<file path="config.mk">
export PLATFORM = sky130hd
export DESIGN_NAME = video_decoder_host_port
export DESIGN_NICKNAME = d
export VERILOG_FILES = /design/src/rtl/host_port_pkg.sv /design/src/rtl/port_delay_timer.sv /design/src/rtl/port_read_latch.sv /design/src/rtl/video_decoder_host_port.sv
export SDC_FILE = /design/constraint.sdc
export NUM_CORES = 1
export LEC_CHECK = 0
export BUFFER_PORTS_ARGS = -buffer_cell sky130_fd_sc_hd__buf_2
export CAP_MARGIN = 40
export CORE_UTILIZATION = 54
export CTS_CLUSTER_SIZE = 40
export DETAILED_ROUTE_END_ITERATION = 12
export GPL_TIMING_DRIVEN = 1
export PLACE_DENSITY = 0.89
export RECOVER_POWER = 100
export SLEW_MARGIN = 40
export SYNTH_ARGS = -nofsm -noshare
export SYNTH_HDL_FRONTEND = slang
export SYNTH_HIERARCHICAL = 1
export SYNTH_SLANG_ARGS = --single-unit
</file>
<file path="constraint.sdc">
create_clock -name i_clk -period 5.65 [get_ports i_clk]
set_clock_uncertainty 0.15 [all_clocks]
set_input_delay 0.565 -clock i_clk [delete_from_list [all_inputs] [get_ports i_clk]]
set_output_delay 0.565 -clock i_clk [all_outputs]
set_load 0.005 [all_outputs]
</file>
<file path="src/rtl/host_port_pkg.sv">
// Shared constants and carrier types for the decoder host port
package host_port_pkg;

  // ==========================================
  // Bus geometry
  localparam int DATA_W = 16;
  localparam int ADDR_W = 18;
  localparam int REG_ADDR_W = 12;
  localparam int REG_ADDR_LSB = 0;
  localparam int MEM_ADDR_W = ADDR_W;

  // ==========================================
  // Timing
  localparam int CLK_PERIOD_PS = 4000;
  localparam int ACCESS_LAT_NS = 8;
  localparam int ACCESS_LAT_CYC =
    ((ACCESS_LAT_NS * 1000) + CLK_PERIOD_PS - 1) / CLK_PERIOD_PS;

  // ==========================================
  // Reset values
  localparam logic [DATA_W-1:0] RD_DATA_RST = 16'h0000;

  // ==========================================
  // Carriers
  typedef struct packed {
    logic register_select_n;
    logic memory_select_n;
    logic upper_byte_strobe_n;
    logic lower_byte_strobe_n;
    logic read_not_write;
  } host_ctl_s;

  typedef struct packed {
    logic [DATA_W-1:0] data;
    logic [ADDR_W-1:0] addr;
    logic [1:0] lanes;
    logic is_mem;
    logic is_write;
  } access_s;

  typedef enum logic [1:0] {
    MODE_NORMAL,
    MODE_TRANSPARENT,
    MODE_DEBUG
  } port_mode_e;

  function automatic logic [DATA_W-1:0] lane_mask(input logic [1:0] lanes);
    lane_mask = {{8{lanes[1]}}, {8{lanes[0]}}};
  endfunction : lane_mask

endpackage : host_port_pkg

</file>
<file path="src/rtl/port_delay_timer.sv">
// Access latency counter for one host bus cycle
`timescale 1ns/1ps
module port_delay_timer
  import host_port_pkg::*;
#(
  parameter int CYCLES = ACCESS_LAT_CYC
) (
  input wire logic i_clk, // System clock
  input wire logic i_sys_rst, // Async reset, high
  input wire logic i_start, // Restart pulse
  input wire logic i_run, // Count while high
  output logic o_done // High once count elapsed
);
  initial begin
    if (CYCLES < 1 || CYCLES > 255) begin
      $error("port_delay_timer: CYCLES out of range");
    end
  end

  logic [7:0] count_reg;

  always_ff @(posedge i_clk or posedge i_sys_rst) begin
    if (i_sys_rst) begin
      count_reg <= 8'h00;
      o_done <= 1'b0;
    end else if (i_start || !i_run) begin
      count_reg <= 8'h00;
      o_done <= 1'b0;
    end else if (count_reg == 8'(CYCLES - 1)) begin
      o_done <= 1'b1;
    end else begin
      count_reg <= count_reg + 8'h01;
    end
  end
endmodule : port_delay_timer

</file>
<file path="src/rtl/port_read_latch.sv">
// Byte-lane read data holding register
`timescale 1ns/1ps
module port_read_latch
  import host_port_pkg::*;
(
  input wire logic i_clk, // System clock
  input wire logic i_sys_rst, // Async reset, high
  input wire logic i_load, // Capture strobe
  input wire logic [1:0] i_lanes, // Lanes to capture
  input wire logic [DATA_W-1:0] i_data, // Data in
  output logic [DATA_W-1:0] o_data // Held data
);
  logic [DATA_W-1:0] m;
  assign m = lane_mask(i_lanes);

  always_ff @(posedge i_clk or posedge i_sys_rst) begin
    if (i_sys_rst) begin
      o_data <= RD_DATA_RST;
    end else if (i_load) begin
      o_data <= (i_data & m) | (o_data & ~m);
    end
  end
endmodule : port_read_latch

</file>
<file path="src/rtl/video_decoder_host_port.sv">
// Host bus, interrupt and DMA handshake port of the video decoder
`timescale 1ns/1ps
module video_decoder_host_port
  import host_port_pkg::*;
(
  input wire logic i_clk, // System clock, 250 MHz
  input wire logic i_sys_rst, // Async reset, high
  input wire logic [ADDR_W:1] i_addr, // Host address A18..A1
  input wire logic [DATA_W-1:0] i_data, // Host data bus input
  output logic [DATA_W-1:0] o_data, // Host data bus output
  output logic [1:0] o_data_oe, // Per-lane data drive enable
  input wire host_ctl_s i_ctl, // Selects, strobes, direction
  input wire logic i_transfer_ack_n, // Ack pin input (DMA side)
  output logic o_transfer_ack_n, // Ack pin output
  output logic o_transfer_ack_oe, // Ack pin drive enable
  output logic o_irq_n, // Interrupt pin output, always low
  output logic o_irq_oe, // Interrupt pin pull-down enable
  input wire logic i_irq_acknowledge_n, // Interrupt acknowledge
  output logic o_dma_req_n, // DMA request output, always low
  output logic o_dma_req_oe, // DMA request pull-down enable
  input wire logic i_dma_ack_n, // DMA grant
  output logic o_dma_ready_n, // DMA ready output
  output logic o_dma_ready_oe, // DMA ready drive enable
  input wire logic i_dma_done_n, // Last DMA transfer marker
  input wire logic i_dma_abort_n, // DMA abort
  input wire port_mode_e i_mode, // Current port mode
  input wire logic i_irq_event, // Internal interrupt pulse
  input wire logic i_dma_start, // Internal pulse: begin stream request
  output access_s o_access, // Captured access to core
  output logic o_access_valid, // One-cycle pulse with o_access
  input wire logic [DATA_W-1:0] i_rd_data, // Read data from core
  output logic [DATA_W-1:0] o_dma_data, // Captured DMA word
  output logic o_dma_valid, // One-cycle pulse with DMA word
  output logic o_irq_pending // Interrupt waiting for acknowledge
);

  // ==========================================
  // Access decode
  typedef enum logic [2:0] {
    BUS_IDLE,
    BUS_WAIT,
    BUS_ACK,
    BUS_END
  } bus_state_e;

  bus_state_e bus_reg;
  bus_state_e bus_next;
  logic [1:0] lanes;
  logic reg_sel;
  logic mem_sel;
  logic mem_ok;
  logic any_sel;
  logic strobe_any;
  logic timer_done;
  logic [DATA_W-1:0] rd_held;
  logic rd_load;
  logic dma_active;

  assign lanes = {~i_ctl.upper_byte_strobe_n, ~i_ctl.lower_byte_strobe_n};
  assign strobe_any = |lanes;
  assign mem_ok = (i_mode == MODE_TRANSPARENT) || (i_mode == MODE_DEBUG);
  assign reg_sel = !i_ctl.register_select_n;
  assign mem_sel = !i_ctl.memory_select_n && mem_ok;
  assign any_sel = (reg_sel || mem_sel) && !dma_active;

  // ==========================================
  // Host cycle state machine
  always_comb begin
    bus_next = bus_reg;
    case (bus_reg)
      BUS_IDLE: begin
        if (any_sel && strobe_any) begin
          bus_next = BUS_WAIT;
        end
      end
      BUS_WAIT: begin
        if (!(any_sel && strobe_any)) begin
          bus_next = BUS_IDLE;
        end else if (timer_done) begin
          bus_next = BUS_ACK;
        end
      end
      BUS_ACK: begin
        if (!(any_sel && strobe_any)) begin
          bus_next = BUS_END;
        end
      end
      BUS_END: begin
        bus_next = BUS_IDLE;
      end
      default: begin
        bus_next = BUS_IDLE;
      end
    endcase
  end

  always_ff @(posedge i_clk or posedge i_sys_rst) begin
    if (i_sys_rst) begin
      bus_reg <= BUS_IDLE;
    end else begin
      bus_reg <= bus_next;
    end
  end

  port_delay_timer #(
    .CYCLES(ACCESS_LAT_CYC)
  ) u_timer (
    .i_clk(i_clk),
    .i_sys_rst(i_sys_rst),
    .i_start(bus_reg == BUS_IDLE),
    .i_run(bus_reg == BUS_WAIT),
    .o_done(timer_done)
  );

  // Read data comes from core while waiting; lanes taken as strobed
  assign rd_load = (bus_reg == BUS_WAIT) && timer_done && i_ctl.read_not_write;

  port_read_latch u_rd (
    .i_clk(i_clk),
    .i_sys_rst(i_sys_rst),
    .i_load(rd_load),
    .i_lanes(lanes),
    .i_data(i_rd_data),
    .o_data(rd_held)
  );

  // ==========================================
  // Access capture toward the core
  always_ff @(posedge i_clk or posedge i_sys_rst) begin
    if (i_sys_rst) begin
      o_access <= '0;
      o_access_valid <= 1'b0;
    end else begin
      o_access_valid <= 1'b0;
      if (bus_reg == BUS_IDLE && any_sel && strobe_any) begin
        o_access.is_mem <= !reg_sel;
        o_access.is_write <= !i_ctl.read_not_write;
        o_access.lanes <= lanes;
        o_access.data <= i_data & lane_mask(lanes);
        if (reg_sel) begin
          // High address lines are don't-care for registers
          o_access.addr <= {6'h00, i_addr[REG_ADDR_W:1]};
        end else begin
          o_access.addr <= i_addr;
        end
        o_access_valid <= 1'b1;
      end
    end
  end

  // ==========================================
  // Acknowledge and data drive
  always_ff @(posedge i_clk or posedge i_sys_rst) begin
    if (i_sys_rst) begin
      o_transfer_ack_n <= 1'b1;
      o_transfer_ack_oe <= 1'b0;
      o_data <= RD_DATA_RST;
      o_data_oe <= 2'b00;
    end else begin
      if (bus_next == BUS_ACK) begin
        // Write data was captured at entry, read data sits in the latch
        o_transfer_ack_n <= 1'b0;
        o_transfer_ack_oe <= 1'b1;
      end else if (bus_next == BUS_END) begin
        // Drive high one cycle for a fast edge before release
        o_transfer_ack_n <= 1'b1;
        o_transfer_ack_oe <= 1'b1;
      end else begin
        o_transfer_ack_n <= 1'b1;
        o_transfer_ack_oe <= 1'b0;
      end
      if ((bus_reg == BUS_WAIT || bus_reg == BUS_ACK) && (bus_next != BUS_IDLE) &&
          (bus_next != BUS_END) && i_ctl.read_not_write &&
          (timer_done || bus_reg == BUS_ACK)) begin
        o_data <= (bus_reg == BUS_ACK) ? rd_held : i_rd_data;
        o_data_oe <= lanes;
      end else begin
        o_data_oe <= 2'b00;
      end
    end
  end

  // ==========================================
  // Interrupt request
  always_ff @(posedge i_clk or posedge i_sys_rst) begin
    if (i_sys_rst) begin
      o_irq_pending <= 1'b0;
      o_irq_oe <= 1'b0;
      o_irq_n <= 1'b0;
    end else begin
      // New event wins over an acknowledge in the same cycle
      if (i_irq_event) begin
        o_irq_pending <= 1'b1;
        o_irq_oe <= 1'b1;
      end else if (!i_irq_acknowledge_n) begin
        o_irq_pending <= 1'b0;
        o_irq_oe <= 1'b0;
      end
      o_irq_n <= 1'b0;
    end
  end

  // ==========================================
  // DMA stream handshake
  logic dma_req_reg;
  logic dma_last_reg;
  logic ack_seen_reg;

  assign dma_active = !i_dma_ack_n;

  always_ff @(posedge i_clk or posedge i_sys_rst) begin
    if (i_sys_rst) begin
      dma_req_reg <= 1'b0;
      dma_last_reg <= 1'b0;
      o_dma_req_oe <= 1'b0;
      o_dma_req_n <= 1'b0;
    end else begin
      o_dma_req_n <= 1'b0;
      if (!i_dma_abort_n) begin
        dma_req_reg <= 1'b0;
        dma_last_reg <= 1'b0;
        o_dma_req_oe <= 1'b0;
      end else if (!i_dma_done_n) begin
        dma_req_reg <= 1'b0;
        dma_last_reg <= 1'b1;
        o_dma_req_oe <= 1'b0;
      end else if (i_dma_start) begin
        dma_req_reg <= 1'b1;
        dma_last_reg <= 1'b0;
        o_dma_req_oe <= 1'b1;
      end
    end
  end

  always_ff @(posedge i_clk or posedge i_sys_rst) begin
    if (i_sys_rst) begin
      ack_seen_reg <= 1'b0;
      o_dma_data <= RD_DATA_RST;
      o_dma_valid <= 1'b0;
      o_dma_ready_n <= 1'b1;
      o_dma_ready_oe <= 1'b0;
    end else begin
      o_dma_valid <= 1'b0;
      if (!i_dma_abort_n || i_dma_ack_n) begin
        ack_seen_reg <= 1'b0;
        o_dma_ready_n <= 1'b1;
        o_dma_ready_oe <= 1'b0;
      end else if (!i_transfer_ack_n && !ack_seen_reg) begin
        o_dma_data <= i_data;
        o_dma_valid <= 1'b1;
        ack_seen_reg <= 1'b1;
        o_dma_ready_n <= 1'b0;
        o_dma_ready_oe <= 1'b1;
      end else if (i_transfer_ack_n) begin
        ack_seen_reg <= 1'b0;
        o_dma_ready_n <= 1'b1;
        o_dma_ready_oe <= 1'b0;
      end
    end
  end

endmodule : video_decoder_host_port

</file>
# Yosys cells after proc, flatten, opt, wreduce, memory -nomap -nowiden
# Index checks and enable logic that the tools add are counted.
[word_totals]
reg_bits = 108
output_inout_bits = 83
elab_cells = 100
inputBits = 66
[op_classes]
n_bitwise = 8
n_reduce_logical = 31
mux = 29
add_sub_neg = 1
n_eq_ne = 11
[ops]
columns = ["op", "count"]
rows = [
  ["$and A16 B16 Y16", 3],
  ["$mux W1", 19],
  ["$mux W18", 1],
  ["$mux W16", 1],
  ["$mux W8", 2],
  ["$not A16 Y16", 1],
  ["$or A16 B16 Y16", 1],
  ["$logic_and A1 B1 Y1", 12],
  ["$mux W3", 4],
  ["$eq A3 B2 Y1 const B", 3],
  ["$pmux W3 S3", 1],
  ["$add A8 B1 Y8 const B", 1],
  ["$eq A8 B1 Y1 const B", 1],
  ["$logic_not A1 Y1", 7],
  ["$logic_or A1 B1 Y1", 6],
  ["$ne A3 B2 Y1 const B", 2],
  ["$reduce_bool A3 Y1", 2],
  ["$ne A2 B1 Y1 const B", 2],
  ["$eq A3 B1 Y1 const B", 1],
  ["$logic_not A3 Y1", 1],
  ["$not A1 Y1", 3],
  ["$eq A2 B1 Y1 const B", 1],
  ["$eq A2 B2 Y1 const B", 1],
  ["$mux W2", 1],
  ["other kinds (3)", 3],
]

# Longest topological paths before layout
# Gate-level depths: netlist (run 1).
[depth]
ltp_word = 14
mapped_depth = 7
ltp_nobuf = 5

# Modules after synthesis
# The synthesis (run 1) kept the hierarchy.
[modules_own_cells]
columns = ["module", "seq_area_each_um2", "cells_each", "area_each_um2", "instances"]
rows = [
  ["video_decoder_host_port", 2079.5, 271, 3449.6, 1],
  ["port_read_latch", 400.4, 35, 596.8, 1],
  ["port_delay_timer", 225.2, 47, 486.7, 1],
]

# Worst setup path before layout (run 1)
# No wires, ideal clock.
[synth_path]
path_type = "input to register"
startpoint = "input port i_ctl[4] (netlist name)"
endpoint = "register o_data[0]"
setup_ns = 0.125
cell_stages = 7
slack_ns = 3.573
path_buffers = 3
t_required_ns = 5.375
arrival_time_ns = 1.802
cell_sequence = "buf_6 a22oi_4 o211ai_2 a211o_1 buf_6 buf_6 mux2_4"
[synth_via]
elab_chain_cells = 11
word_cells_on_any_way = 14
cone_classes = "1 x eq/ne; 4 x mux; 9 x reduce/logical"
[synth_lines]
columns = ["item", "line_no", "text"]
rows = [
  ["start: declaration", "video_decoder_host_port.sv:12", "input wire host_ctl_s i_ctl,"],
  ["$logic_not A1 Y1 *", "video_decoder_host_port.sv:62", "assign reg_sel = !i_ctl.register_select_n;"],
  ["$logic_or A1 B1 Y1 *", "video_decoder_host_port.sv:64", "assign any_sel = (reg_sel || mem_sel) && !dma_active;"],
  ["$logic_and A1 B1 Y1 *", "video_decoder_host_port.sv:64", ""],
  ["$logic_and A1 B1 Y1 *", "video_decoder_host_port.sv:72, video_decoder_host_port.sv:77, video_decoder_host_port.sv:84", ""],
  ["$mux W3 (on tied branches)", "video_decoder_host_port.sv:84, video_decoder_host_port.sv:72, video_decoder_host_port.sv:77", ""],
  ["$pmux W3 S3 *", "video_decoder_host_port.sv:70", "case (bus_reg)"],
  ["$reduce_bool A3 Y1", "video_decoder_host_port.sv:172", "if ((bus_reg == BUS_WAIT || bus_reg == BUS_ACK) && (bus_next != BUS_IDLE) &&"],
  ["$logic_and A1 B1 Y1", "video_decoder_host_port.sv:172", ""],
  ["$logic_and A1 B1 Y1 *", "video_decoder_host_port.sv:172", ""],
  ["$logic_and A1 B1 Y1 * (2 in a row)", "video_decoder_host_port.sv:173", "(bus_next != BUS_END) && i_ctl.read_not_write &&"],
  ["end signal: assignment", "video_decoder_host_port.sv:175", "o_data <= (bus_reg == BUS_ACK) ? rd_held : i_rd_data;"],
  ["end: declaration", "video_decoder_host_port.sv:10", "output logic [DATA_W-1:0] o_data,"],
]
# Mark *: on every way between the ends. The rest lies on a longest branch, timed or not.
# A chain may end at the register's enable or synchronous reset.

# Worst setup path in the final report (run 1)
[layout_path]
startpoint = "input port i_dma_ack_n"
endpoint = "register o_dma_data[14]"
[layout_via]
elab_chain_cells = 3
[layout_lines]
columns = ["item", "line_no", "text"]
rows = [
  ["start: declaration", "video_decoder_host_port.sv:21", "input wire logic i_dma_ack_n,"],
  ["$logic_or A1 B1 Y1", "video_decoder_host_port.sv:244", "if (!i_dma_abort_n || i_dma_ack_n) begin"],
  ["$not A1 Y1 (no line)", "--", ""],
  ["$reduce_and A2 Y1 (no line)", "--", ""],
  ["end signal: assignment", "video_decoder_host_port.sv:249", "o_dma_data <= i_data;"],
  ["end: declaration", "video_decoder_host_port.sv:32", "output logic [DATA_W-1:0] o_dma_data,"],
]
# Every way passes these cells.

==> out/results.ini, run 1 <==
[outcome]
status=finished clean

[route]
drt_wl_total_mm=9.68
drc=0
first_pass_iters=4
vias=3194
wire_per_inst_microns=16.0
viasPerCell=5.26
drt_iter0_drc=115
detail-route-antenna-nets=0

[global_route]
globalRouteTotalUtil=0.227
grt_pass1_vias=3141
globalRoute.totalOverflow=0
antenna_found_initial=0
grt_first_pass_wirelength_mm=15.2
grt_start_max_net_pins=84

[setup_path]
worstReg2RegEnd=o_data[4]
rr_startpoint=bus_reg[0]
critPathBufInv=2
path_delay_family=buffers and inverters
critPathKind=primary input to register
crit_arrival_ns=2.51
path_max_fanout=17
r2r_cells=4
cp_cell_sequence=clkbuf_1 -> nor3b_1 -> nor2b_1 -> clkbuf_1 -> mux2_2
cp_slowest_stage_delay_ns=0.70
crit_start=i_dma_ack_n
crit_top_cell=clkbuf_1
crit_required_ns=5.73
reg2reg_slack_ns=3.41
end_kind=register
critPathSlowestCell=clkbuf_1
cp-start-kind=primary input

[sta]
rsz0062_at_grt=false
max_slew.worst_pin.slew_ns=1.42
fin_crit_sh=0.429
setup_viol=0
tns_ns=0
max_freq_ghz=0.413
slew_viol_final=0
hold_viol_final=0
slew_headroom=0.0516
fin_crit_ns=2.42

[power]
leakagePower_nw=2.66
ir_worst_vdd_mv=0.168
totalPowerFinal_mw=1.59
p_per_area_nw_per_um2=294

[clock_network]
postCtsHoldBufs=0
cts_buffers=9
clk_latency_ns=0.36
postCtsSetupBuffers=0
cts_buffer_depth=2
cts.sinks=108
cts_htree_levels=3
cts_tree=built
cts_root_buffer=clkbuf_8
cts_resized=0
clkTransAtPathRegs_ns=0.10

[cells_and_area]
drive_gt1_frac=0.331
finalNetCount=566
stdcell_area_sq_um=5400
fin_cells=607
layout-area-overhead-vs-synth_pct=19.2
diodes=0

[placed_design]
dpl.hpwl_mm=7.03
placed_cell_area_sq_um=5330
place_inst=591
place_congestion=0.836
portBuffers=146

[floorplanning]
die_area_sq_um=8760
die-height_microns=93.6
io_pins=149
rows=33
start_util=0.554
die_w_microns=93.6
core_area_sq_um=8180

[logic_synthesis]
ys_seq_area_frac=0.597
async_reset_ff_frac=1.00
synth_cells=353
synthFlopType=dfrtp_1
avgSynthCellArea_sq_um=12.8
synth_area_sq_um=4530
ys_types=49
synth_enable_flop_cells=0
synth_common_cells=dfrtp_1, nand2_1, mux2_2
synthTopCellsByArea=dfrtp_1, mux2_2, mux2_1
synth.most_common_cell=dfrtp_1
ys_ff_latch=108
synth_top_area_share=0.585
yosysTopAreaCell=dfrtp_1
yosys_warnings=6

[hold_path]
min_path_type=primary input to async pin

[flow_run]
maxCapViolations=0

[logic make-up (layout without fill, tap and decap cells)]
group                    count (synthesis)  in the layout  share of synthesized area
buffers and inverters                   26            173                     0.0331
multiplexers                            76             76                      0.195
adder cells (fa/ha/maj)                  2              2                    0.00552
AND/OR/NAND/NOR                         89             89                     0.0949
flip-flops                             108            108                      0.597
other                                    1              3                   0.000827
AO/OA/AOI/OAI                           47             47                     0.0657
XOR/XNOR                                 4              4                    0.00773
[where the power goes]
part	total [mW]	switching, mW	leakage [nW]	internal [mW]
registers	0.917	0.0505	1.40	0.866
clock network	0.426	0.255	0.0848	0.172
logic	0.245	0.124	1.18	0.121
total	1.59	0.429	2.66	1.16
[through the flow]
step | hold slack [ns] | setup WS [ns] | utilization
4_1_cts | 0.0281 | 3.38 | 0.673
2_1_floorplan | 0.243 | 2.80 | -
6_report | 0.0319 | 3.23 | 0.661
5_1_grt | 0.0447 | 3.02 | 0.661
3_3_place_gp | 0.307 | 3.24 | 0.651
3_5_place_dp | 0.308 | 3.18 | 0.652
[final cells by class]
| cell class | count | area [sq um] |
|---|---|---|
| timing repair buffer | 150 | 713 |
| tap | 105 | 131 |
| inverter | 8 | 31.3 |
| clock inverter | 5 | 37.5 |
| fill | 666 | 2770 |
| sequential | 108 | 2710 |
| clock buffer | 10 | 138 |
| multi-input combinational | 221 | 1650 |
[layer usage]
metal	up-vias	track usage	part of all wire
met4	0	0.0756	0.010
met3	7	0.0569	0.077
li1	1501	-	-
met2	132	0.385	0.49
met1	1554	0.283	0.43
met5	-	0	0
[worst max-delay path by stage]
stage | end | slack (ns) | cells past startpoint
finish | o_dma_data[14] | 3.23 | 5
global route | o_dma_data[14] | 3.02 | 5
CTS | o_data[15] | 3.38 | 4
detailed placement | o_data[15] | 3.18 | 5
global placement | o_data[8] | 3.24 | 5
floorplan | bus_reg[0] | 2.80 | 1
[cell usage in the layout (no fill, tap or decap), types with 4 or more instances in the layout]
master,count
buf_2,98
nand2b_1,4
inv_1,5
o21ai_0,28
dfrtp_1,106
nor2_1,7
clkbuf_1,49
mux2_2,44
nand2_1,56
mux2_1,32
a21oi_1,4
clkbuf_8,10
No activity file was read; power rests on OpenSTA's default activity.
==> run 2: changes to the inputs <==
- ABC_AREA: default -> 1
- CORE_UTILIZATION: 54 -> 46
- PLACE_DENSITY: 0.89 -> 0.81
- clock period: 5.65 -> 2.1 ns (I/O delays scaled with it)
==> out/results.ini, run 2 <==
[outcome]
status=finished clean

[route]
drt_wl_total_mm=12.1  ; +25%
vias=4418  ; +38%
viasPerCell=4.89  ; -7.1%
drc=0  ; unchanged
drt_iter0_drc=386  ; +240%
wire_per_inst_microns=13.3  ; -16%
detail-route-antenna-nets=0  ; unchanged
first_pass_iters=5  ; +1

[setup_path]
crit_arrival_ns=2.08  ; -0.43 ns
cp-start-kind=primary input
path_max_fanout=15  ; -2
end_kind=register
critPathKind=primary input to register
crit_required_ns=2.25  ; -3.48 ns

[logic_synthesis]
ys_seq_area_frac=0.565  ; -0.0315
synth_cells=559  ; +58%
synth.most_common_cell=nand2_1
ys_types=31  ; -37%
synth_common_cells=nand2_1, dfrtp_1, inv_1
ys_ff_latch=108  ; unchanged
synth_area_sq_um=4790  ; +5.6%
synthFlopType=dfrtp_1
yosys_warnings=6  ; unchanged
async_reset_ff_frac=1.00  ; unchanged
avgSynthCellArea_sq_um=8.56  ; -33%
synth_top_area_share=0.554  ; -0.0309
synthTopCellsByArea=dfrtp_1, nand2_1, inv_1
yosysTopAreaCell=dfrtp_1
synth_enable_flop_cells=0  ; unchanged

[sta]
setup_viol=0  ; unchanged
rsz0062_at_grt=false
max_slew.worst_pin.slew_ns=1.38  ; -0.0417 ns
slew_headroom=0.0743  ; +0.0227
tns_ns=0  ; unchanged
slew_viol_final=0  ; unchanged
fin_crit_ns=1.93
max_freq_ghz=0.519
hold_viol_final=0  ; unchanged
fin_crit_sh=0.918

[floorplanning]
die-height_microns=104  ; +11%
die_w_microns=104  ; +11%
start_util=0.483  ; -0.0715
io_pins=149  ; unchanged
die_area_sq_um=10800  ; +23%
core_area_sq_um=9910  ; +21%
rows=36  ; +9.1%

[cells_and_area]
layout-area-overhead-vs-synth_pct=33.8
finalNetCount=834  ; +47%
final_util=0.646  ; -0.0145
stdcell_area_sq_um=6400  ; +19%
drive_gt1_frac=0.193  ; -0.137
diodes=0  ; unchanged
final_common_cell=nand2_1
layout_common_cells=nand2_1, dfrtp_1, buf_2

[clock_network]
cts_htree_levels=3  ; unchanged
cts_tree=built
cts.sinks=108  ; unchanged
cts_buffers=9  ; unchanged
cts_buffer_depth=2  ; unchanged
cts_root_buffer=clkbuf_8
clk_latency_ns=0.35  ; about the same
clkTransAtPathRegs_ns=0.09  ; about the same

[power]
internal-power_mw=3.33  ; +190%
ir_worst_vdd_mv=0.402  ; +140%
p_switching_mw=1.16  ; +170%
pwr-share-seq=0.537  ; -0.040
p_comb_frac=0.158  ; +0.004
p_per_area_nw_per_um2=702  ; +140%
clkPwrFrac=0.305  ; +0.037
totalPowerFinal_mw=4.49  ; +180%
leakagePower_nw=3.37  ; +27%
sw_frac_of_total=0.258  ; -0.0121

[hold_path]
min_path_type=primary input to register

[placed_design]
portBuffers=146  ; unchanged
place_congestion=0.863  ; +3.1%
dpl.hpwl_mm=8.21  ; +17%
placed_cell_area_sq_um=5620  ; +5.5%

[global_route]
antenna_found_initial=0  ; unchanged
grt_start_max_net_pins=40  ; -52%
grt_pass1_vias=4214  ; +34%
globalRouteTotalUtil=0.230  ; +0.00366
grt_first_pass_wirelength_mm=20.0  ; +32%
globalRoute.totalOverflow=0  ; unchanged

[flow_run]
maxCapViolations=0  ; unchanged

## run 2: cell count changes after synthesis, sizes merged, moves of 4 or more
cell | previous run | this run
mux2 | 76 | 0
o21bai | 0 | 16
clkbuf | 4 | 11
nor2 | 8 | 23
o21ai | 28 | 42
inv | 6 | 67
nand3 | 4 | 47
nand2b | 4 | 0
nand2 | 56 | 216
## run 2: worst paths after layout
kind	startpoint	end	slack, ns	depth (start not counted)
min reg2reg	o_access[14]	o_access[14]	0.33	2
max in group asynchronous	i_sys_rst	o_access[35]	0.40	4
max	i_ctl[2]	o_data[11]	0.17	11
min in group asynchronous	i_sys_rst	u_timer/count_reg[1]	0.24	3
max reg2reg	bus_reg[2]	register	0.19	9
min	i_ctl[4]	o_access[1]	0.06	3
## run 2: final cells by class
type,count,area [sq um]
fillers,795,3510
flip-flops and latches,108,2710
multi-input cells,361,1670
repair buffers,219,1390
inverters,67,255
well taps,133,166
clock buffers,12,145
clock inverters,4,72.6
## run 2: power by group through the flow
stage	Clock, mW	Combinational, mW	Sequential, mW
finish	1.37	0.709	2.41
global route	1.49	0.793	2.44
CTS	1.41	0.732	2.41
detailed placement	0	0.646	2.45
global placement	0	0.624	2.43
floorplan	0	0.268	2.46
## run 2: critical path, cell delays in order
cell and delay [ns]:
dlygate4sd3_1 0.55, buf_2 0.13, inv_1 0.06, o21ai_0 0.09
a21oi_2 0.14, buf_4 0.16, o211ai_1 0.10, nor2_1 0.28
buf_12 0.18, nand3_1 0.08, nand2_1 0.09
## run 2: logic make-up (layout without fill, tap and decap cells)
group / Yosys count / count (layout) / synth area share
simple gates: 289 / 289 / 0.258
flops: 108 / 108 / 0.565
buf+inv: 92 / 302 / 0.0878
compound gates: 66 / 66 / 0.0813
fa+ha+maj: 2 / 2 / 0.00523
other cells: 1 / 3 / 0.000784
xor+xnor: 1 / 1 / 0.00183
## run 2: metrics by stage
| step | setup WS [ns] | hold WS [ns] | std cells |
|---|---|---|---|
| 3_3_place_gp | 0.279 | 0.0821 | 826 |
| 6_report | 0.172 | 0.0603 | 904 |
| 3_5_place_dp | 0.163 | 0.0846 | 826 |
| 5_1_grt | 0.0327 | 0.0558 | 904 |
| 2_1_floorplan | 0.371 | -0.112 | 561 |
| 4_1_cts | 0.112 | 0.0307 | 902 |
## run 2: what timing repair did
action / CTS / global route
setup endpoints to repair: 0 / 47
buffers inserted: 0 / 2
hold endpoints to repair: 124 / 0
hold buffers: 60 / 0
gates resized for setup: 0 / 4
## run 2: layer usage
layer | track usage | part of all wire
met1 | 0.301 | 0.43
met2 | 0.389 | 0.50
met3 | 0.0276 | 0.051
met4 | 0.0969 | 0.025
met5 | 0 | 0
==> run 3: changes to the inputs <==
- PLACE_DENSITY: 0.81 -> default
- PLACE_DENSITY_LB_ADDON: default -> 0.25
- REMOVE_ABC_BUFFERS: default -> 1
==> out/results.ini, run 3 (synthesis gave the netlist of run 2 again) <==
[sta]
slew_headroom=0.254  ; +0.180
slew_viol_final=0  ; unchanged
setup_viol=0  ; unchanged
max_freq_ghz=0.511  ; -1.5%
fin_crit_sh=0.932  ; +0.0141
max_slew.worst_pin.slew_ns=1.12  ; -0.262 ns
fin_crit_ns=1.96  ; +0.0297 ns
hold_viol_final=0  ; unchanged

[hold_path]
worstHoldStart=i_ctl[4]
min_path_type=primary input to register
worst_hold_path.endpoint=o_access[1]
hold_depth=3  ; unchanged

[route]
vias=4268  ; -3.4%
wire_per_inst_microns=13.0  ; -2.4%
drt_iter0_drc=239  ; -38%
drt_wl_total_mm=11.7  ; -2.9%
drc=0  ; unchanged
first_pass_iters=5  ; unchanged
detail-route-antenna-nets=0  ; unchanged
viasPerCell=4.74  ; -3.0%

[floorplanning]
die_area_sq_um=10800  ; unchanged
start_util=0.483  ; unchanged
die-height_microns=104  ; unchanged
die_w_microns=104  ; unchanged
rows=36  ; unchanged
io_pins=149  ; unchanged
core_area_sq_um=9910  ; unchanged

[cells_and_area]
drive_gt1_frac=0.184  ; -0.00942
layout-area-overhead-vs-synth_pct=33.2
final_common_cell=nand2_1
finalNetCount=832  ; -0.24%
layout_common_cells=nand2_1, dfrtp_1, buf_2
diodes=0  ; unchanged
fin_cells=900  ; -0.44%
final_util=0.643  ; -0.00290
n_fill_cell=863  ; +8.6%

[global_route]
antenna_found_initial=0  ; unchanged
globalRoute.totalOverflow=0  ; unchanged
grt_start_max_net_pins=84  ; +110%
globalRouteTotalUtil=0.227  ; -0.00290
grt_pass1_vias=4277  ; +1.5%
grt_first_pass_wirelength_mm=20.0  ; -0.20%

[power]
ir_worst_vdd_mv=0.372  ; -7.5%
leakagePower_nw=3.34  ; -0.93%
totalPowerFinal_mw=4.44  ; -1.2%
p_per_area_nw_per_um2=696  ; -0.76%

[setup_path]
critPathKind=register to register
worstReg2RegEnd=o_data[6]
cp-start-kind=register
end_kind=register
crit_required_ns=2.20  ; -0.05 ns
r2r_cells=6  ; -3
crit_arrival_ns=2.06  ; -0.02 ns
reg2reg_slack_ns=0.14  ; -0.05 ns
rr_startpoint=bus_reg[0]
path_max_fanout=21  ; +6

[clock_network]
cts.sinks=108  ; unchanged
cts_buffer_depth=2  ; unchanged
cts_htree_levels=3  ; unchanged
clkTransAtPathRegs_ns=0.09  ; about the same
cts_buffers=9  ; unchanged
clk_latency_ns=0.35  ; about the same
cts_tree=built
cts_root_buffer=clkbuf_8

[placed_design]
dpl.hpwl_mm=7.85  ; -4.4%
place_inst=825  ; -0.12%
place_congestion=0.805  ; -6.7%
portBuffers=146  ; unchanged

[flow_run]
maxCapViolations=0  ; unchanged

[outcome]
status=finished clean

[run 3: critical path: stages (launching register included)]
cell and delay [ns]:
dfrtp_1 0.42, nor3_4 0.32, inv_2 0.23, nand2_2 0.15, o2111ai_4 0.27, o21bai_1 0.24
nand2_1 0.06
[run 3: per-stage QoR]
| step | setup TNS (ns) | hold WS [ns] | cell area [sq um] | setup slack (ns) |
|---|---|---|---|---|
| after floorplan | -33.71 | -0.112 | 4620 | -0.393 |
| after global placement | 0 | 0.0775 | 5620 | 0.161 |
| after detailed placement | 0 | 0.0800 | 5620 | 0.0354 |
| after CTS | 0 | 0.0103 | 6430 | 0.0184 |
| after global routing | -0.0469 | 0.0316 | 6370 | -0.0365 |
| final | 0 | 0.0199 | 6370 | 0.142 |
[run 3: routing by layer]
| metal | global-route usage | routed length [microns] | share of wire | vias up |
|---|---|---|---|---|
| met3 | 0.0294 | 556 | 0.047 | 18 |
| met5 | 0 | 0 | 0 | - |
| met1 | 0.297 | 5200 | 0.44 | 1996 |
| met4 | 0.0939 | 222 | 0.019 | 0 |
| met2 | 0.383 | 5740 | 0.49 | 126 |
| li1 | - | - | - | 2128 |
[run 3: how the worst max path moves through the flow]
stage                     from         end  slack, ns  cells past startpoint
floorplan            i_sys_rst  bus_reg[0]      -0.39                      1
global placement    bus_reg[0]   o_data[3]       0.16                      6
detailed placement  bus_reg[0]   o_data[6]       0.04                      6
CTS                   i_ctl[2]   o_data[6]       0.02                      9
global route        bus_reg[0]  o_data[13]      -0.04                      6
finish              bus_reg[0]   o_data[6]       0.14                      6
[run 3: what timing repair did]
action,in CTS,in global routing
setup buffers,0,1
endpoints found under the hold margin,179,0
endpoints found under the setup margin,0,56
gates resized for setup,0,4
hold buffers,60,0
[run 3: where the power goes]
group / internal [mW] / switching [mW]
Clock: 0.694 / 0.636
Sequential: 2.29 / 0.123
Combinational: 0.327 / 0.364
Total: 3.32 / 1.12
[run 3: final cells by class]
| cell class | instances | area (sq um) | area share |
|---|---|---|---|
| Multi-Input combinational cell | 361 | 1670 | 0.262 |
| Inverter | 67 | 255 | 0.0400 |
| Clock buffer | 12 | 145 | 0.0228 |
| Timing Repair Buffer | 217 | 1380 | 0.216 |
| Tap cell | 133 | 166 | 0.0261 |
| Sequential cell | 108 | 2710 | 0.424 |
| Clock inverter | 2 | 60.1 | 0.00942 |
